[src/cd_decoder_consts.svh]
// Register offsets, field positions, reset values and counts for the decoder config bank
`ifndef CD_DECODER_CONSTS_SVH
`define CD_DECODER_CONSTS_SVH
`define ADDR_CFG1 8'h00
`define ADDR_LINK_FMT 8'h02
`define ADDR_REFRESH 8'h03
`define ADDR_CMD_CTRL 8'h04
`define CFG1_RST 8'h20
`define LINK_FMT_RST 8'h28
`define BIT_WINDOW_FORCE 7
`define BIT_WEAK_DISABLE 3
`define BIT_PTR_LOW_FIRST 7
`define BIT_LEFT_POLARITY 6
`define BIT_EDGE_SELECT 5
`define BIT_LSB_FIRST 2
`define BIT_SUBHDR_SELECT 0
`define BIT_LATCH_DISABLE 5
`define BIT_FAST_STROBE 2
`define FIFO_THRESHOLD 6'h08
`define REFRESH_MULT 2
`define BITS_PER_BYTE 5'h08
`define HALF_DIV_24 6'h0C
`define HALF_DIV_32 6'h10
`define HALF_DIV_48 6'h18
`define HALF_DIV_64 6'h20
`define HALF_DIV_16 6'h08
`define HALF_DIV_8 6'h04
`define HALF_DIV_4 6'h02
`endif

[src/cd_decoder_pkg.sv]
// Types shared by the decoder configuration bank and its strobe divider
package cd_decoder_pkg;
  // Command link sequencer states, one-hot
  typedef enum logic [2:0] {CMD_IDLE = 3'h1, CMD_SHIFT = 3'h2, CMD_LATCH = 3'h4} cmd_state_t;
  // Subcode correction level as applied
  typedef enum logic [1:0] {CORR_NONE = 2'h0, CORR_SINGLE = 2'h1, CORR_DOUBLE = 2'h3} corr_level_t;
  // Plain register port request
  typedef struct packed {
    logic wr;
    logic rd;
    logic [7:0] addr;
    logic [7:0] wdata;
  } reg_bus_t;
  // Raw header bytes from the signal processor
  typedef struct packed {
    logic [7:0] second;
    logic [7:0] block;
    logic [7:0] mode;
  } header_t;
  // Host FIFO state and active command kind
  typedef struct packed {
    logic send_cmd;
    logic recv_cmd;
    logic fifo_full;
    logic final_data;
    logic [5:0] empty_bytes;
    logic [5:0] filled_bytes;
  } fifo_status_t;
  // Serial audio link pins
  typedef struct packed {
    logic bit_clock;
    logic word_clock;
    logic data;
  } audio_in_t;
  // Two subheader copies and their error pointers
  typedef struct packed {
    logic [31:0] copy_a;
    logic [31:0] copy_b;
    logic [3:0] ptr_a;
    logic [3:0] ptr_b;
    logic check;
  } subheader_t;
  // Command link outputs
  typedef struct packed {
    logic strobe;
    logic data;
    logic latch;
  } cmd_link_t;
  // Divider state
  typedef struct packed {
    logic [5:0] count;
    logic tick;
  } div_state_t;
  // Whole state of the configuration bank
  typedef struct packed {
    logic [7:0] cfg1;
    logic [7:0] link_fmt;
    logic [7:0] refresh_intvl;
    logic [7:0] cmd_ctrl;
    logic [7:0] rd_data;
    header_t raw;
    logic [7:0] buf_minute;
    logic buf_valid;
    logic [2:0] sync_count;
    logic sync_window;
    logic dma_to_fifo;
    logic dma_to_buffer;
    corr_level_t corr_level;
    logic bclk_prev;
    logic wclk_prev;
    logic [31:0] shift;
    logic [31:0] audio_word;
    logic audio_left;
    logic audio_valid;
    logic [7:0] ptr_first;
    logic ptr_have_first;
    logic [15:0] ptr_word;
    logic ptr_valid;
    logic [3:0] hdr_flags;
    logic [9:0] refresh_cnt;
    logic refresh_req;
    cmd_state_t cmd_state;
    logic [23:0] cmd_shift;
    logic [4:0] cmd_bits;
    cmd_link_t link;
    logic cmd_busy;
  } top_state_t;
endpackage : cd_decoder_pkg

[src/cd_decoder_config_regs.sv]
// Decoder configuration bank: header reads, sync, DMA, audio link, refresh, command link
//
// The address-and-strobe port was left to the implementer.
`include "cd_decoder_consts.svh"
module cd_decoder_config_regs (
  // Clock and reset
  input wire logic i_core_clk,
  input wire logic i_reset,
  // Register port
  input wire cd_decoder_pkg::reg_bus_t i_bus,
  output logic [7:0] o_read_data,
  // Sector header sources
  input wire logic i_decoder_interrupt,
  input wire cd_decoder_pkg::header_t i_raw_header,
  input wire logic [7:0] i_buffer_minute,
  input wire logic i_buffer_minute_valid,
  // Sync mark events
  input wire logic i_sync_inserted,
  input wire logic i_sync_detected,
  output logic o_sync_window_open,
  // Host FIFO
  input wire cd_decoder_pkg::fifo_status_t i_fifo,
  output logic o_dma_to_fifo_start,
  output logic o_dma_to_buffer_start,
  // Subcode
  output cd_decoder_pkg::corr_level_t o_subcode_correction_level,
  // Serial audio link
  input wire cd_decoder_pkg::audio_in_t i_audio,
  output logic [31:0] o_audio_word,
  output logic o_audio_left,
  output logic o_audio_valid,
  // Error pointer bytes
  input wire logic [7:0] i_error_pointer_byte,
  input wire logic i_error_pointer_valid,
  output logic [15:0] o_error_pointer_word,
  output logic o_error_pointer_ready,
  // Subheader check
  input wire cd_decoder_pkg::subheader_t i_subheader,
  output logic [3:0] o_buffered_header_flags,
  // DRAM refresh
  output logic o_refresh_request,
  // Command link
  input wire logic i_command_go,
  input wire logic [23:0] i_command_bytes,
  output cd_decoder_pkg::cmd_link_t o_command_link,
  output logic o_command_busy
);
  import cd_decoder_pkg::*;

  top_state_t st;
  top_state_t next_st;
  logic sample_edge; // Chosen bit clock edge seen this cycle
  logic word_edge; // Word clock changed level
  logic [31:0] next_shift; // Shift register after this cycle's bit
  logic [31:0] aligned_word; // Finished word, right aligned
  logic [5:0] half_count; // Strobe half period in clocks
  logic [1:0] byte_count; // Command length field
  logic div_tick; // Half period elapsed
  logic [9:0] refresh_limit; // Interval times four

  // Strobe timing source
  cd_strobe_divider u_divider (
    .i_core_clk(i_core_clk),
    .i_reset(i_reset),
    .i_run(st.cmd_busy),
    .i_half_count(half_count),
    .o_tick(div_tick)
  );

  // Divider selection and command length decode
  always_comb begin
    byte_count = st.cmd_ctrl[4:3];
    refresh_limit = {2'h0, st.refresh_intvl} << `REFRESH_MULT;
    if (st.cmd_ctrl[`BIT_FAST_STROBE]) begin
      case (st.cmd_ctrl[7:6])
        2'h0: half_count = `HALF_DIV_48;
        2'h1: half_count = `HALF_DIV_16;
        2'h2: half_count = `HALF_DIV_8;
        default: half_count = `HALF_DIV_4;
      endcase
    end else begin
      case (st.cmd_ctrl[7:6])
        2'h0: half_count = `HALF_DIV_24;
        2'h1: half_count = `HALF_DIV_32;
        2'h2: half_count = `HALF_DIV_48;
        default: half_count = `HALF_DIV_64;
      endcase
    end
  end

  // Serial audio sampling helpers
  always_comb begin
    if (st.link_fmt[`BIT_EDGE_SELECT]) begin
      sample_edge = i_audio.bit_clock && !st.bclk_prev;
    end else begin
      sample_edge = !i_audio.bit_clock && st.bclk_prev;
    end
    word_edge = i_audio.word_clock != st.wclk_prev;
    if (st.link_fmt[`BIT_LSB_FIRST]) begin
      next_shift = {i_audio.data, st.shift[31:1]};
    end else begin
      next_shift = {st.shift[30:0], i_audio.data};
    end
    case (st.link_fmt[4:3])
      2'h0: aligned_word = st.link_fmt[`BIT_LSB_FIRST] ? {16'h0000, st.shift[31:16]}
                                                        : {16'h0000, st.shift[15:0]};
      2'h1: aligned_word = st.link_fmt[`BIT_LSB_FIRST] ? {8'h00, st.shift[31:8]}
                                                        : {8'h00, st.shift[23:0]};
      default: aligned_word = st.shift;
    endcase
  end

  // Next-state logic for the whole bank
  always_comb begin
    next_st = st;
    next_st.rd_data = 8'h00;
    next_st.audio_valid = 1'b0;
    next_st.ptr_valid = 1'b0;
    next_st.refresh_req = 1'b0;

    // writes land in control registers only
    if (i_bus.wr) begin
      case (i_bus.addr)
        `ADDR_CFG1: next_st.cfg1 = i_bus.wdata;
        `ADDR_LINK_FMT: next_st.link_fmt = i_bus.wdata;
        `ADDR_REFRESH: next_st.refresh_intvl = i_bus.wdata;
        `ADDR_CMD_CTRL: next_st.cmd_ctrl = i_bus.wdata;
        default: next_st.cmd_ctrl = st.cmd_ctrl;
      endcase
    end
    if (i_bus.rd) begin
      case (i_bus.addr)
        `ADDR_CFG1: next_st.rd_data = st.raw.second;
        `ADDR_LINK_FMT: next_st.rd_data = st.raw.block;
        `ADDR_REFRESH: next_st.rd_data = st.raw.mode;
        `ADDR_CMD_CTRL: next_st.rd_data = st.buf_valid ? st.buf_minute : 8'h00;
        default: next_st.rd_data = 8'h00;
      endcase
    end

    if (i_decoder_interrupt) begin
      next_st.raw = i_raw_header;
    end
    next_st.buf_valid = i_buffer_minute_valid;
    if (i_buffer_minute_valid) begin
      next_st.buf_minute = i_buffer_minute;
    end

    // count inserted marks; a detection restarts protection
    if (i_sync_detected) begin
      next_st.sync_count = 3'h0;
    end else if (i_sync_inserted && st.sync_count != 3'h7) begin
      next_st.sync_count = st.sync_count + 3'h1;
    end
    next_st.sync_window = st.cfg1[`BIT_WINDOW_FORCE] || (next_st.sync_count >= st.cfg1[6:4]);

    // DMA request policy for send and receive; weak form when bit low
    if (st.cfg1[`BIT_WEAK_DISABLE]) begin
      next_st.dma_to_fifo = i_fifo.send_cmd && i_fifo.empty_bytes >= `FIFO_THRESHOLD;
      // receive waits for eight bytes or final data
      next_st.dma_to_buffer = i_fifo.recv_cmd &&
        (i_fifo.filled_bytes >= `FIFO_THRESHOLD || i_fifo.final_data);
    end else begin
      next_st.dma_to_fifo = i_fifo.send_cmd && !i_fifo.fifo_full;
      next_st.dma_to_buffer = i_fifo.recv_cmd && i_fifo.filled_bytes != 6'h00;
    end

    // correction level decode; low bit clear means none
    case (st.cfg1[1:0])
      2'h1: next_st.corr_level = CORR_SINGLE;
      2'h3: next_st.corr_level = CORR_DOUBLE;
      default: next_st.corr_level = CORR_NONE;
    endcase

    // Serial audio deserializer
    next_st.bclk_prev = i_audio.bit_clock;
    next_st.wclk_prev = i_audio.word_clock;
    if (word_edge) begin
      // Half period ended: hand out the word gathered during it
      next_st.audio_word = aligned_word;
      next_st.audio_valid = 1'b1;
      // low word clock level marks left
      next_st.audio_left = st.link_fmt[`BIT_LEFT_POLARITY] ? !st.wclk_prev : !st.wclk_prev;
      next_st.shift = 32'h0000_0000;
    end else if (sample_edge) begin
      next_st.shift = next_shift;
    end

    if (i_error_pointer_valid) begin
      if (!st.ptr_have_first) begin
        next_st.ptr_first = i_error_pointer_byte;
        next_st.ptr_have_first = 1'b1;
      end else begin
        next_st.ptr_word = st.link_fmt[`BIT_PTR_LOW_FIRST] ?
          {i_error_pointer_byte, st.ptr_first} : {st.ptr_first, i_error_pointer_byte};
        next_st.ptr_valid = 1'b1;
        next_st.ptr_have_first = 1'b0;
      end
    end

    if (i_subheader.check) begin
      for (int i = 0; i < 4; i++) begin
        next_st.hdr_flags[i] = st.link_fmt[`BIT_SUBHDR_SELECT] ?
          (i_subheader.copy_a[8*i +: 8] != i_subheader.copy_b[8*i +: 8]) :
          (i_subheader.ptr_a[i] && i_subheader.ptr_b[i]);
      end
    end

    // refresh interval counter; zero interval stops refresh
    if (st.refresh_intvl == 8'h00) begin
      next_st.refresh_cnt = 10'h000;
    end else if (st.refresh_cnt >= refresh_limit - 10'h001) begin
      next_st.refresh_cnt = 10'h000;
      next_st.refresh_req = 1'b1;
    end else begin
      next_st.refresh_cnt = st.refresh_cnt + 10'h001;
    end

    // Command link sequencer
    case (st.cmd_state)
      CMD_IDLE: begin
        next_st.link = '0;
        if (i_command_go && byte_count != 2'h0) begin
          next_st.cmd_shift = i_command_bytes << (`BITS_PER_BYTE * (5'h03 - {3'h0, byte_count}));
          next_st.cmd_bits = `BITS_PER_BYTE * {3'h0, byte_count};
          next_st.link.data = next_st.cmd_shift[23];
          next_st.cmd_busy = 1'b1;
          next_st.cmd_state = CMD_SHIFT;
        end
      end
      CMD_SHIFT: begin
        if (div_tick) begin
          if (!st.link.strobe) begin
            next_st.link.strobe = 1'b1;
          end else begin
            next_st.link.strobe = 1'b0;
            next_st.cmd_shift = {st.cmd_shift[22:0], 1'b0};
            next_st.link.data = st.cmd_shift[22];
            next_st.cmd_bits = st.cmd_bits - 5'h01;
            if (st.cmd_bits == 5'h01) begin
              next_st.link.data = 1'b0;
              next_st.cmd_state = CMD_LATCH;
            end
          end
        end
      end
      CMD_LATCH: begin
        // Latch pulse lasts one half period unless disabled
        if (div_tick) begin
          if (!st.link.latch && !st.cmd_ctrl[`BIT_LATCH_DISABLE]) begin
            next_st.link.latch = 1'b1;
          end else begin
            next_st.link.latch = 1'b0;
            next_st.cmd_busy = 1'b0;
            next_st.cmd_state = CMD_IDLE;
          end
        end
      end
      default: begin
        next_st.link = '0;
        next_st.cmd_busy = 1'b0;
        next_st.cmd_state = CMD_IDLE;
      end
    endcase
  end

  // State register with documented reset values
  always_ff @(posedge i_core_clk) begin
    if (i_reset) begin
      st <= '0;
      // Word clock idles high; matching it avoids a false word edge after reset
      st.wclk_prev <= 1'b1;
      st.cfg1 <= `CFG1_RST;
      st.link_fmt <= `LINK_FMT_RST;
      st.cmd_state <= CMD_IDLE;
    end else begin
      st <= next_st;
    end
  end

  // Outputs straight from state flops
  assign o_read_data = st.rd_data;
  assign o_sync_window_open = st.sync_window;
  assign o_dma_to_fifo_start = st.dma_to_fifo;
  assign o_dma_to_buffer_start = st.dma_to_buffer;
  assign o_subcode_correction_level = st.corr_level;
  assign o_audio_word = st.audio_word;
  assign o_audio_left = st.audio_left;
  assign o_audio_valid = st.audio_valid;
  assign o_error_pointer_word = st.ptr_word;
  assign o_error_pointer_ready = st.ptr_valid;
  assign o_buffered_header_flags = st.hdr_flags;
  assign o_refresh_request = st.refresh_req;
  assign o_command_link = st.link;
  assign o_command_busy = st.cmd_busy;

  // Checks
  link_reset_value_a: assert property (@(posedge i_core_clk)
    i_reset |=> st.link_fmt == `LINK_FMT_RST) else $error("link format reset wrong");
  raw_header_follow_a: assert property (@(posedge i_core_clk) disable iff (i_reset)
    (i_decoder_interrupt ##1 (i_bus.rd && i_bus.addr == `ADDR_LINK_FMT)) |=>
    o_read_data == $past(i_raw_header.block, 2)) else $error("raw block not read back");
  window_force_a: assert property (@(posedge i_core_clk) disable iff (i_reset)
    st.cfg1[`BIT_WINDOW_FORCE] |=> o_sync_window_open) else $error("forced window closed");
  send_threshold_a: assert property (@(posedge i_core_clk) disable iff (i_reset)
    (st.cfg1[`BIT_WEAK_DISABLE] && i_fifo.empty_bytes < `FIFO_THRESHOLD) |=>
    !o_dma_to_fifo_start) else $error("send DMA started below threshold");
  recv_weak_a: assert property (@(posedge i_core_clk) disable iff (i_reset)
    (!st.cfg1[`BIT_WEAK_DISABLE] && i_fifo.recv_cmd && i_fifo.filled_bytes != 6'h00) |=>
    o_dma_to_buffer_start) else $error("weak receive DMA not started");
  recv_strict_a: assert property (@(posedge i_core_clk) disable iff (i_reset)
    (st.cfg1[`BIT_WEAK_DISABLE] && i_fifo.filled_bytes < `FIFO_THRESHOLD && !i_fifo.final_data)
    |=> !o_dma_to_buffer_start) else $error("receive DMA started early");
  corr_level_a: assert property (@(posedge i_core_clk) disable iff (i_reset)
    !st.cfg1[0] |=> o_subcode_correction_level == CORR_NONE) else $error("correction set");
  refresh_period_a: assert property (@(posedge i_core_clk) disable iff (i_reset)
    (o_refresh_request && st.refresh_intvl == 8'h01 && !i_bus.wr) |=>
    (!o_refresh_request && !i_bus.wr) [*3] |=> o_refresh_request)
    else $error("refresh period wrong");
  latch_disable_a: assert property (@(posedge i_core_clk) disable iff (i_reset)
    $rose(o_command_link.latch) |-> !st.cmd_ctrl[`BIT_LATCH_DISABLE])
    else $error("latch pulse while disabled");
  zero_length_a: assert property (@(posedge i_core_clk) disable iff (i_reset)
    (i_command_go && !o_command_busy && byte_count == 2'h0) |=> !o_command_busy)
    else $error("zero length command started");
  minute_invalid_a: assert property (@(posedge i_core_clk) disable iff (i_reset)
    (!st.buf_valid && i_bus.rd && i_bus.addr == `ADDR_CMD_CTRL) |=> o_read_data == 8'h00)
    else $error("minute read while invalid");

  // Main scenarios
  cmd_done_c: cover property (@(posedge i_core_clk) disable iff (i_reset)
    $fell(o_command_busy));
  audio_word_c: cover property (@(posedge i_core_clk) disable iff (i_reset) o_audio_valid);
  refresh_c: cover property (@(posedge i_core_clk) disable iff (i_reset) o_refresh_request);
endmodule : cd_decoder_config_regs

[src/cd_strobe_divider.sv]
// Crystal clock divider that ticks once per half period of the command strobe
`include "cd_decoder_consts.svh"
module cd_strobe_divider (
  // Clock and reset
  input wire logic i_core_clk,
  input wire logic i_reset,
  // Control
  input wire logic i_run,
  input wire logic [5:0] i_half_count,
  // Half-period tick
  output logic o_tick
);
  import cd_decoder_pkg::*;

  div_state_t st;
  div_state_t next_st;

  // Count clocks; tick at the end of each half period
  always_comb begin
    next_st = st;
    next_st.tick = 1'b0;
    if (!i_run) begin
      // Idle keeps phase at zero so every frame starts alike
      next_st.count = 6'h00;
    end else if (st.count >= i_half_count - 6'h01) begin
      next_st.count = 6'h00;
      next_st.tick = 1'b1;
    end else begin
      next_st.count = st.count + 6'h01;
    end
  end

  // State register
  always_ff @(posedge i_core_clk) begin
    if (i_reset) begin
      st <= '0;
    end else begin
      st <= next_st;
    end
  end

  assign o_tick = st.tick;

  tick_gap_a: assert property (@(posedge i_core_clk) disable iff (i_reset)
    (o_tick && i_run && $stable(i_half_count) && i_half_count == `HALF_DIV_4) |=>
    !o_tick ##1 (o_tick || !i_run)) else $error("divider tick gap wrong");
endmodule : cd_strobe_divider

[config.mk]
export PLATFORM = sky130hd
export DESIGN_NAME = cd_decoder_config_regs
export DESIGN_NICKNAME = d
export VERILOG_FILES = /design/src/cd_decoder_pkg.sv /design/src/cd_decoder_config_regs.sv /design/src/cd_strobe_divider.sv
export VERILOG_INCLUDE_DIRS = /design/src
export SDC_FILE = /design/constraint.sdc
export NUM_CORES = 1
export LEC_CHECK = 0
export BUFFER_PORTS_ARGS = -buffer_cell sky130_fd_sc_hd__clkbuf_2
export CORE_UTILIZATION = 55
export CTS_CLUSTER_SIZE = 16
export DETAILED_ROUTE_END_ITERATION = 8
export PLACE_DENSITY = 0.81
export SLEW_MARGIN = 20
export SYNTH_ARGS = -nofsm -noshare
export SYNTH_HDL_FRONTEND = slang
export SYNTH_SLANG_ARGS = --single-unit
[constraint.sdc]
create_clock -name i_core_clk -period 3.3 [get_ports i_core_clk]
set_clock_uncertainty 0.05 [all_clocks]
set_input_delay 0.165 -clock i_core_clk [delete_from_list [all_inputs] [get_ports i_core_clk]]
set_output_delay 0.165 -clock i_core_clk [all_outputs]
set_load 0.005 [all_outputs]
Word level (Yosys, flattened, before mapping) --
Cells that the tools add are included. W data, S select, Z words.
Cells by class: add/sub/neg operators 7, magnitude comparators 5, equal/unequal tests 24, shift-type cells 1, muxes and demuxes 42, bitwise logic cells 6, reduce and logical (&&, ||, !) cells 47
Operator list (count):
- $mux W32 | 3
- $pmux W32 S2 | 1
- $pmux W28 S2 | 1
- $mux W34 | 1
- $mux W16 | 2
- $ne A8 B8 Y1 | 4
- $pmux W8 S4 | 1
- $mux W24 | 1
- $shl A24 B5 Y24 | 1
- $pmux W6 S3 | 1
- $mux W1 | 17
- $eq A8 B2 Y1 const B | 2
- $logic_not A8 Y1 | 2
- $reduce_and A2 Y1 | 8
- $mux W3 | 5
- $pmux W5 S3 | 1
- $logic_and A1 B1 Y1 | 13
- $ge A6 B4 Y1 const B | 2
- $pmux W2 S3 | 2
- $add A10 B1 Y10 const B | 1
- $ge A10 B10 Y1 | 1
- $reduce_or A2 Y1 | 5
- $sub A10 B1 Y10 const B | 1
- $pmux W3 S3 | 1
- 32 further kinds | 55
Storage, ports and cells: bits in registers 232, input bits 182, word-level logic and storage cells 169

Depth between registers and ports, before layout --
depth in word-level cells 6, depth in mapped cells 11

Cells and area by module --
From an unflattened synthesis, not the netlist that was laid out.
Second synthesis, totals: cells, all modules 1261, area total of the unflattened synthesis 11245.8 µm²
By module, submodules not included:
- cd_decoder_config_regs | instances 1, cells each 1209, area each 10781.6 µm², sequential area each 4404.2 µm²
- cd_strobe_divider | instances 1, cells each 52, area each 464.2 µm², sequential area each 140.1 µm²

Worst setup path after synthesis --
No wires, ideal clock.
path kind flip-flop to flip-flop, from register st[200] in the netlist's numbering, to register u_divider.st[4] in the netlist's numbering, setup time 0.128 ns, arrival 2.246 ns, setup slack 0.875 ns, stages on the path, launching flop included 12, buffers on the path 0, period minus slack after synthesis 2.425 ns, path through dfxtp_1 -> inv_1 -> ha_1 -> mux2i_1 -> ha_1 -> or3b_2 -> a31oi_1 -> ha_1 -> a211oi_1 -> o211a_1 -> o21ai_1 -> nor2_1
Between the ends: longest elaborated chain between the ends 6
RTL lines:
- start, declared | line cd_decoder_config_regs.sv:50 | top_state_t st;
- start signal, assigned | line cd_decoder_config_regs.sv:277 | st <= next_st;
- $eq A2 B2 Y1, or another cell as far along | line cd_decoder_config_regs.sv:75, cd_decoder_config_regs.sv:82
- $pmux W5 S3 or $pmux W6 S3 (tied branches) | line cd_decoder_config_regs.sv:75, cd_decoder_config_regs.sv:82
- $mux W6 (*) | line cd_decoder_config_regs.sv:74 | if (st.cmd_ctrl[`BIT_FAST_STROBE]) begin
- $sub A6 B1 Y6 (*) | line cd_strobe_divider.sv:25 | end else if (st.count >= i_half_count - 6'h01) begin
- $ge A6 B6 Y1 (*) | line cd_strobe_divider.sv:25
- $reduce_or A3 Y1 (no line) (*)
- end signal, assigned | line cd_strobe_divider.sv:38 | st <= next_st;
- end, declared | line cd_strobe_divider.sv:15 | div_state_t st;
Mark *: on every way between the ends. The rest lies on a longest branch, timed or not. A chain may end at the register's enable or synchronous reset.

Worst setup path in the final report --
from register st[200] in the netlist's numbering, to register u_divider.st[6] in the netlist's numbering
The elaborated chain is that of the path after synthesis.

==> run summary <==
status: completed
final worst slack: 0.553 ns
H-Tree Depth: 1
sequence of cells on the critical path: inv_1, ha_1, mux2i_1, ha_1, or3b_2, a31oi_1, ha_1, a211oi_1, o211a_1, o21ai_1, nor2_1
Critical-path top delay cell: or3b_2
Max Clock Freq: 364 MHz
post-CTS setup buffer count: 0
compound-cell area share of the yosys netlist: 14.3%
Wirelength per Cell: 15.9 um
Total Power: 6280 uW
LEAKAGE: 0.00591 uW
largest family of logic cells by synthesized area: simple AND/OR/NAND/NOR gates
met2 usage: 45.5%
synthesized area: 0.0114 mm2
internal power: 4870 uW
GR Overflow Total: 0
WL final: 28200 um
Die Ht: 146 um
Die ar.: 0.0213 mm2
GR peak layer: met2
Post-synth EDFFs: 0
antenna violations before repair: 2
top-count cell post-synth: dfxtp_1
worst-margin pin slew: 1.14 ns
mux share of post-synthesis cell area: 12.6%
antenna viol nets, final: 0
net switching power: 1410 uW
total track usage: 25.8%
sequential area share after synthesis: 39.8%
clock buffer depth: 3
Initial Util: 56.2%
CTS Root Buffer Type: clkbuf_16
pre-CTS setup slack: 0.556 ns
crit path DAT: 3.08 ns
final cycle utilization of the critical path: 83.3%
HP Start: i_subheader[49]
worst setup path startpoint: st[200]
pin count of the biggest net entering global routing: 54
Max Cap Violations: 0
area grow syn2layout: 21.8%
final-report setup violation count: 0
required time of the worst setup path: 3.63 ns
vias in the first global route: 9380
placed insts: 1645
Placer Congestion: 0.836
layout cells sized above 1: 23.2%
Most Frequent Cell on Critical Path: ha_1
Reg clk slew, reported paths: 0.06 ns
CP Max Fanout: 6
hpwl dp: 18500 um
Synth Area in Simple Gates: 16.5%
min Tclk post-route: 2.75 ns
combinational power share: 8.8%
Reg power frac: 45.7%
top cells by area, synth: dfxtp_1 40%, mux2i_1 12%, nor2_1 5.2%
total core area: 0.0203 mm2
largest area contributor in the netlist: dfxtp_1
io pins: 255
remaining routing DRC violations: 0
WS Path Type: flip-flop to flip-flop
Post-synth top cells: 227 x dfxtp_1, 159 x nor2_1, 133 x mux2i_1
final hold violation count: 0
syn_area_per_cell: 9.09 um2
Clk pwr share: 45.4%
top cell type's share of synthesized area: 39.8%
Adder-Cell Fraction of Synth Area: 3.29%
slowest stage delay, CP: 0.45 ns
Startpoint Class: flip-flop
TritonRoute pass-1 iters: 7
Pwr per Cell Area: 452 mW/mm2
Rows: 52
post-cts repair resize count: 0
GRT met3 Usage: 3.75%
Yosys reg bits: 227
Net Count, Synth: 1467
IO Port Bufs: 251
Final Non-Filler Cells: 1774
Mapped Cells: 1255
total number of vias: 9772
drt via density: 5.51
Setup TNS: 0 ns
Setup crit end kind: flip-flop
post-synth cell types: 73
Die Wd: 146 um
RSZ-0062 raised after global routing: no
maximum vdd drop: 450 uV
CTS tree: done
Clock Latency Late Sink: 0.50 ns
clk sinks: 227
Rel. slew slack: 23.9%
Max Slew Vio Count: 0
Synth Area in XOR/XNOR: 4.38%
Synth async-reset ratio: 0%
GR Util met1: 31.9%
YS warnings: 0
first-pass GRT wire length: 45700 um
worst min-delay path category: input port to flip-flop
DR iter-0 viols: 686
Post-synth top flop: dfxtp_1
fillers: 1547
origin of the critical flop-to-flop path: st[200]
Final #Nets: 1697
switching share of power: 22.4%
TritonCTS buffer count: 24
-- per-stage QoR --
| step | cell area [um2] | utilization, % | hold WS (ns) |
|---|---|---|---|
| final | 13900 | 68.5 | 0.0160 |
| after floorplan | 11400 | - | 0.194 |
| after detailed placement | 12200 | 60.1 | 0.350 |
| after CTS | 13900 | 68.4 | 0.00780 |
| after global routing | 13900 | 68.5 | 0.0307 |
| after global placement | 12200 | 60.1 | 0.353 |
-- layer usage --
metal | wire length, um | vias to the layer above
met1 | 12000 | 4552
met5 | 0 | -
met3 | 1490 | 66
met2 | 13900 | 342
met4 | 826 | 0
li1 | - | 4812
-- timing repair --
item / in CTS / in global routing
endpoints found under the setup margin: 0 / 0
hold buffers: 84 / 0
hold endpoints to repair: 103 / 0
-- flip-flops by register name, summed over array words and instances (netlist names), 2 cells and up --
signal,count
refresh_limit,8
o_audio_word,32
o_read_data,8
st,137
u_divider.st,6
o_buffered_header_flags,4
o_error_pointer_word,16
o_subcode_correction_level,2
o_command_link,3
byte_count,2
-- power groups by stage --
| stage | registers, uW | logic [uW] | clock network [uW] |
|---|---|---|---|
| 5_1_grt | 2880 | 604 | 3010 |
| 4_1_cts | 2870 | 543 | 2880 |
| 6_report | 2870 | 553 | 2850 |
| 3_5_place_dp | 2930 | 461 | 0 |
| 2_1_floorplan | 2910 | 276 | 0 |
| 3_3_place_gp | 2930 | 448 | 0 |
-- cell usage in the layout (no fill, tap or decap), types with 9 or more instances in the layout --
cell type      Yosys  routed
a22o_1            10      10
clkbuf_2           0     250
nand4_1           12      12
clkbuf_16          0      25
dfxtp_1          227     226
o21ai_0           53      53
inv_1             33      33
a211oi_1          33      33
buf_4             70      13
a21oi_1           51      51
xor2_1            38      38
xnor2_1           19      19
ha_1              30      30
nor3_2            12      12
mux2_2             9       9
mux2i_1          133     133
nand3_1           21      21
o21ai_1           11      11
nor3_1            32      32
nor2_1           159     158
nand2_1           86      86
a221oi_1           9       9
dlygate4sd3_1      0      84
nor2b_1           11      11
-- area by class of cell --
class                   count  area, um2  share of cell area, %
multi-input cells         851       5840                   42.0
repair buffers            347       2190                   15.8
inverters                  34        128                  0.918
clock buffers              34        699                   5.03
clock inverters             9        148                   1.06
well taps                 270        338                   2.43
diodes                      2       5.00                 0.0360
flip-flops and latches    227       4550                   32.7
-- worst paths after layout --
path                                     end  slack [ns]  cells past startpoint
hold / removal    o_buffered_header_flags[1]        0.02                      4
setup reg to reg             u_divider.st[6]        0.55                     11
hold reg to reg              o_audio_word[7]        0.40                      2
setup / recovery             u_divider.st[6]        0.55                     11
-- worst max-delay path, delay by kind of cell (launching register included) --
| kind | cells | cell delay [ns] |
|---|---|---|
| mux | 1 | 0.15 |
| flops | 1 | 0.38 |
| buf+inv | 1 | 0.13 |
| compound gates | 4 | 0.71 |
| fa+ha+maj | 3 | 0.65 |
| simple gates | 2 | 0.54 |
-- cell families (layout without fill, tap and decap cells) --
group,after synthesis,count (layout)
compound gates,235,235
xor+xnor,57,57
fa+ha+maj,30,30
buf+inv,177,424
flops,227,227
mux,142,142
other cells,0,2
simple gates,387,387
No activity file was read; power rests on OpenSTA's default activity.
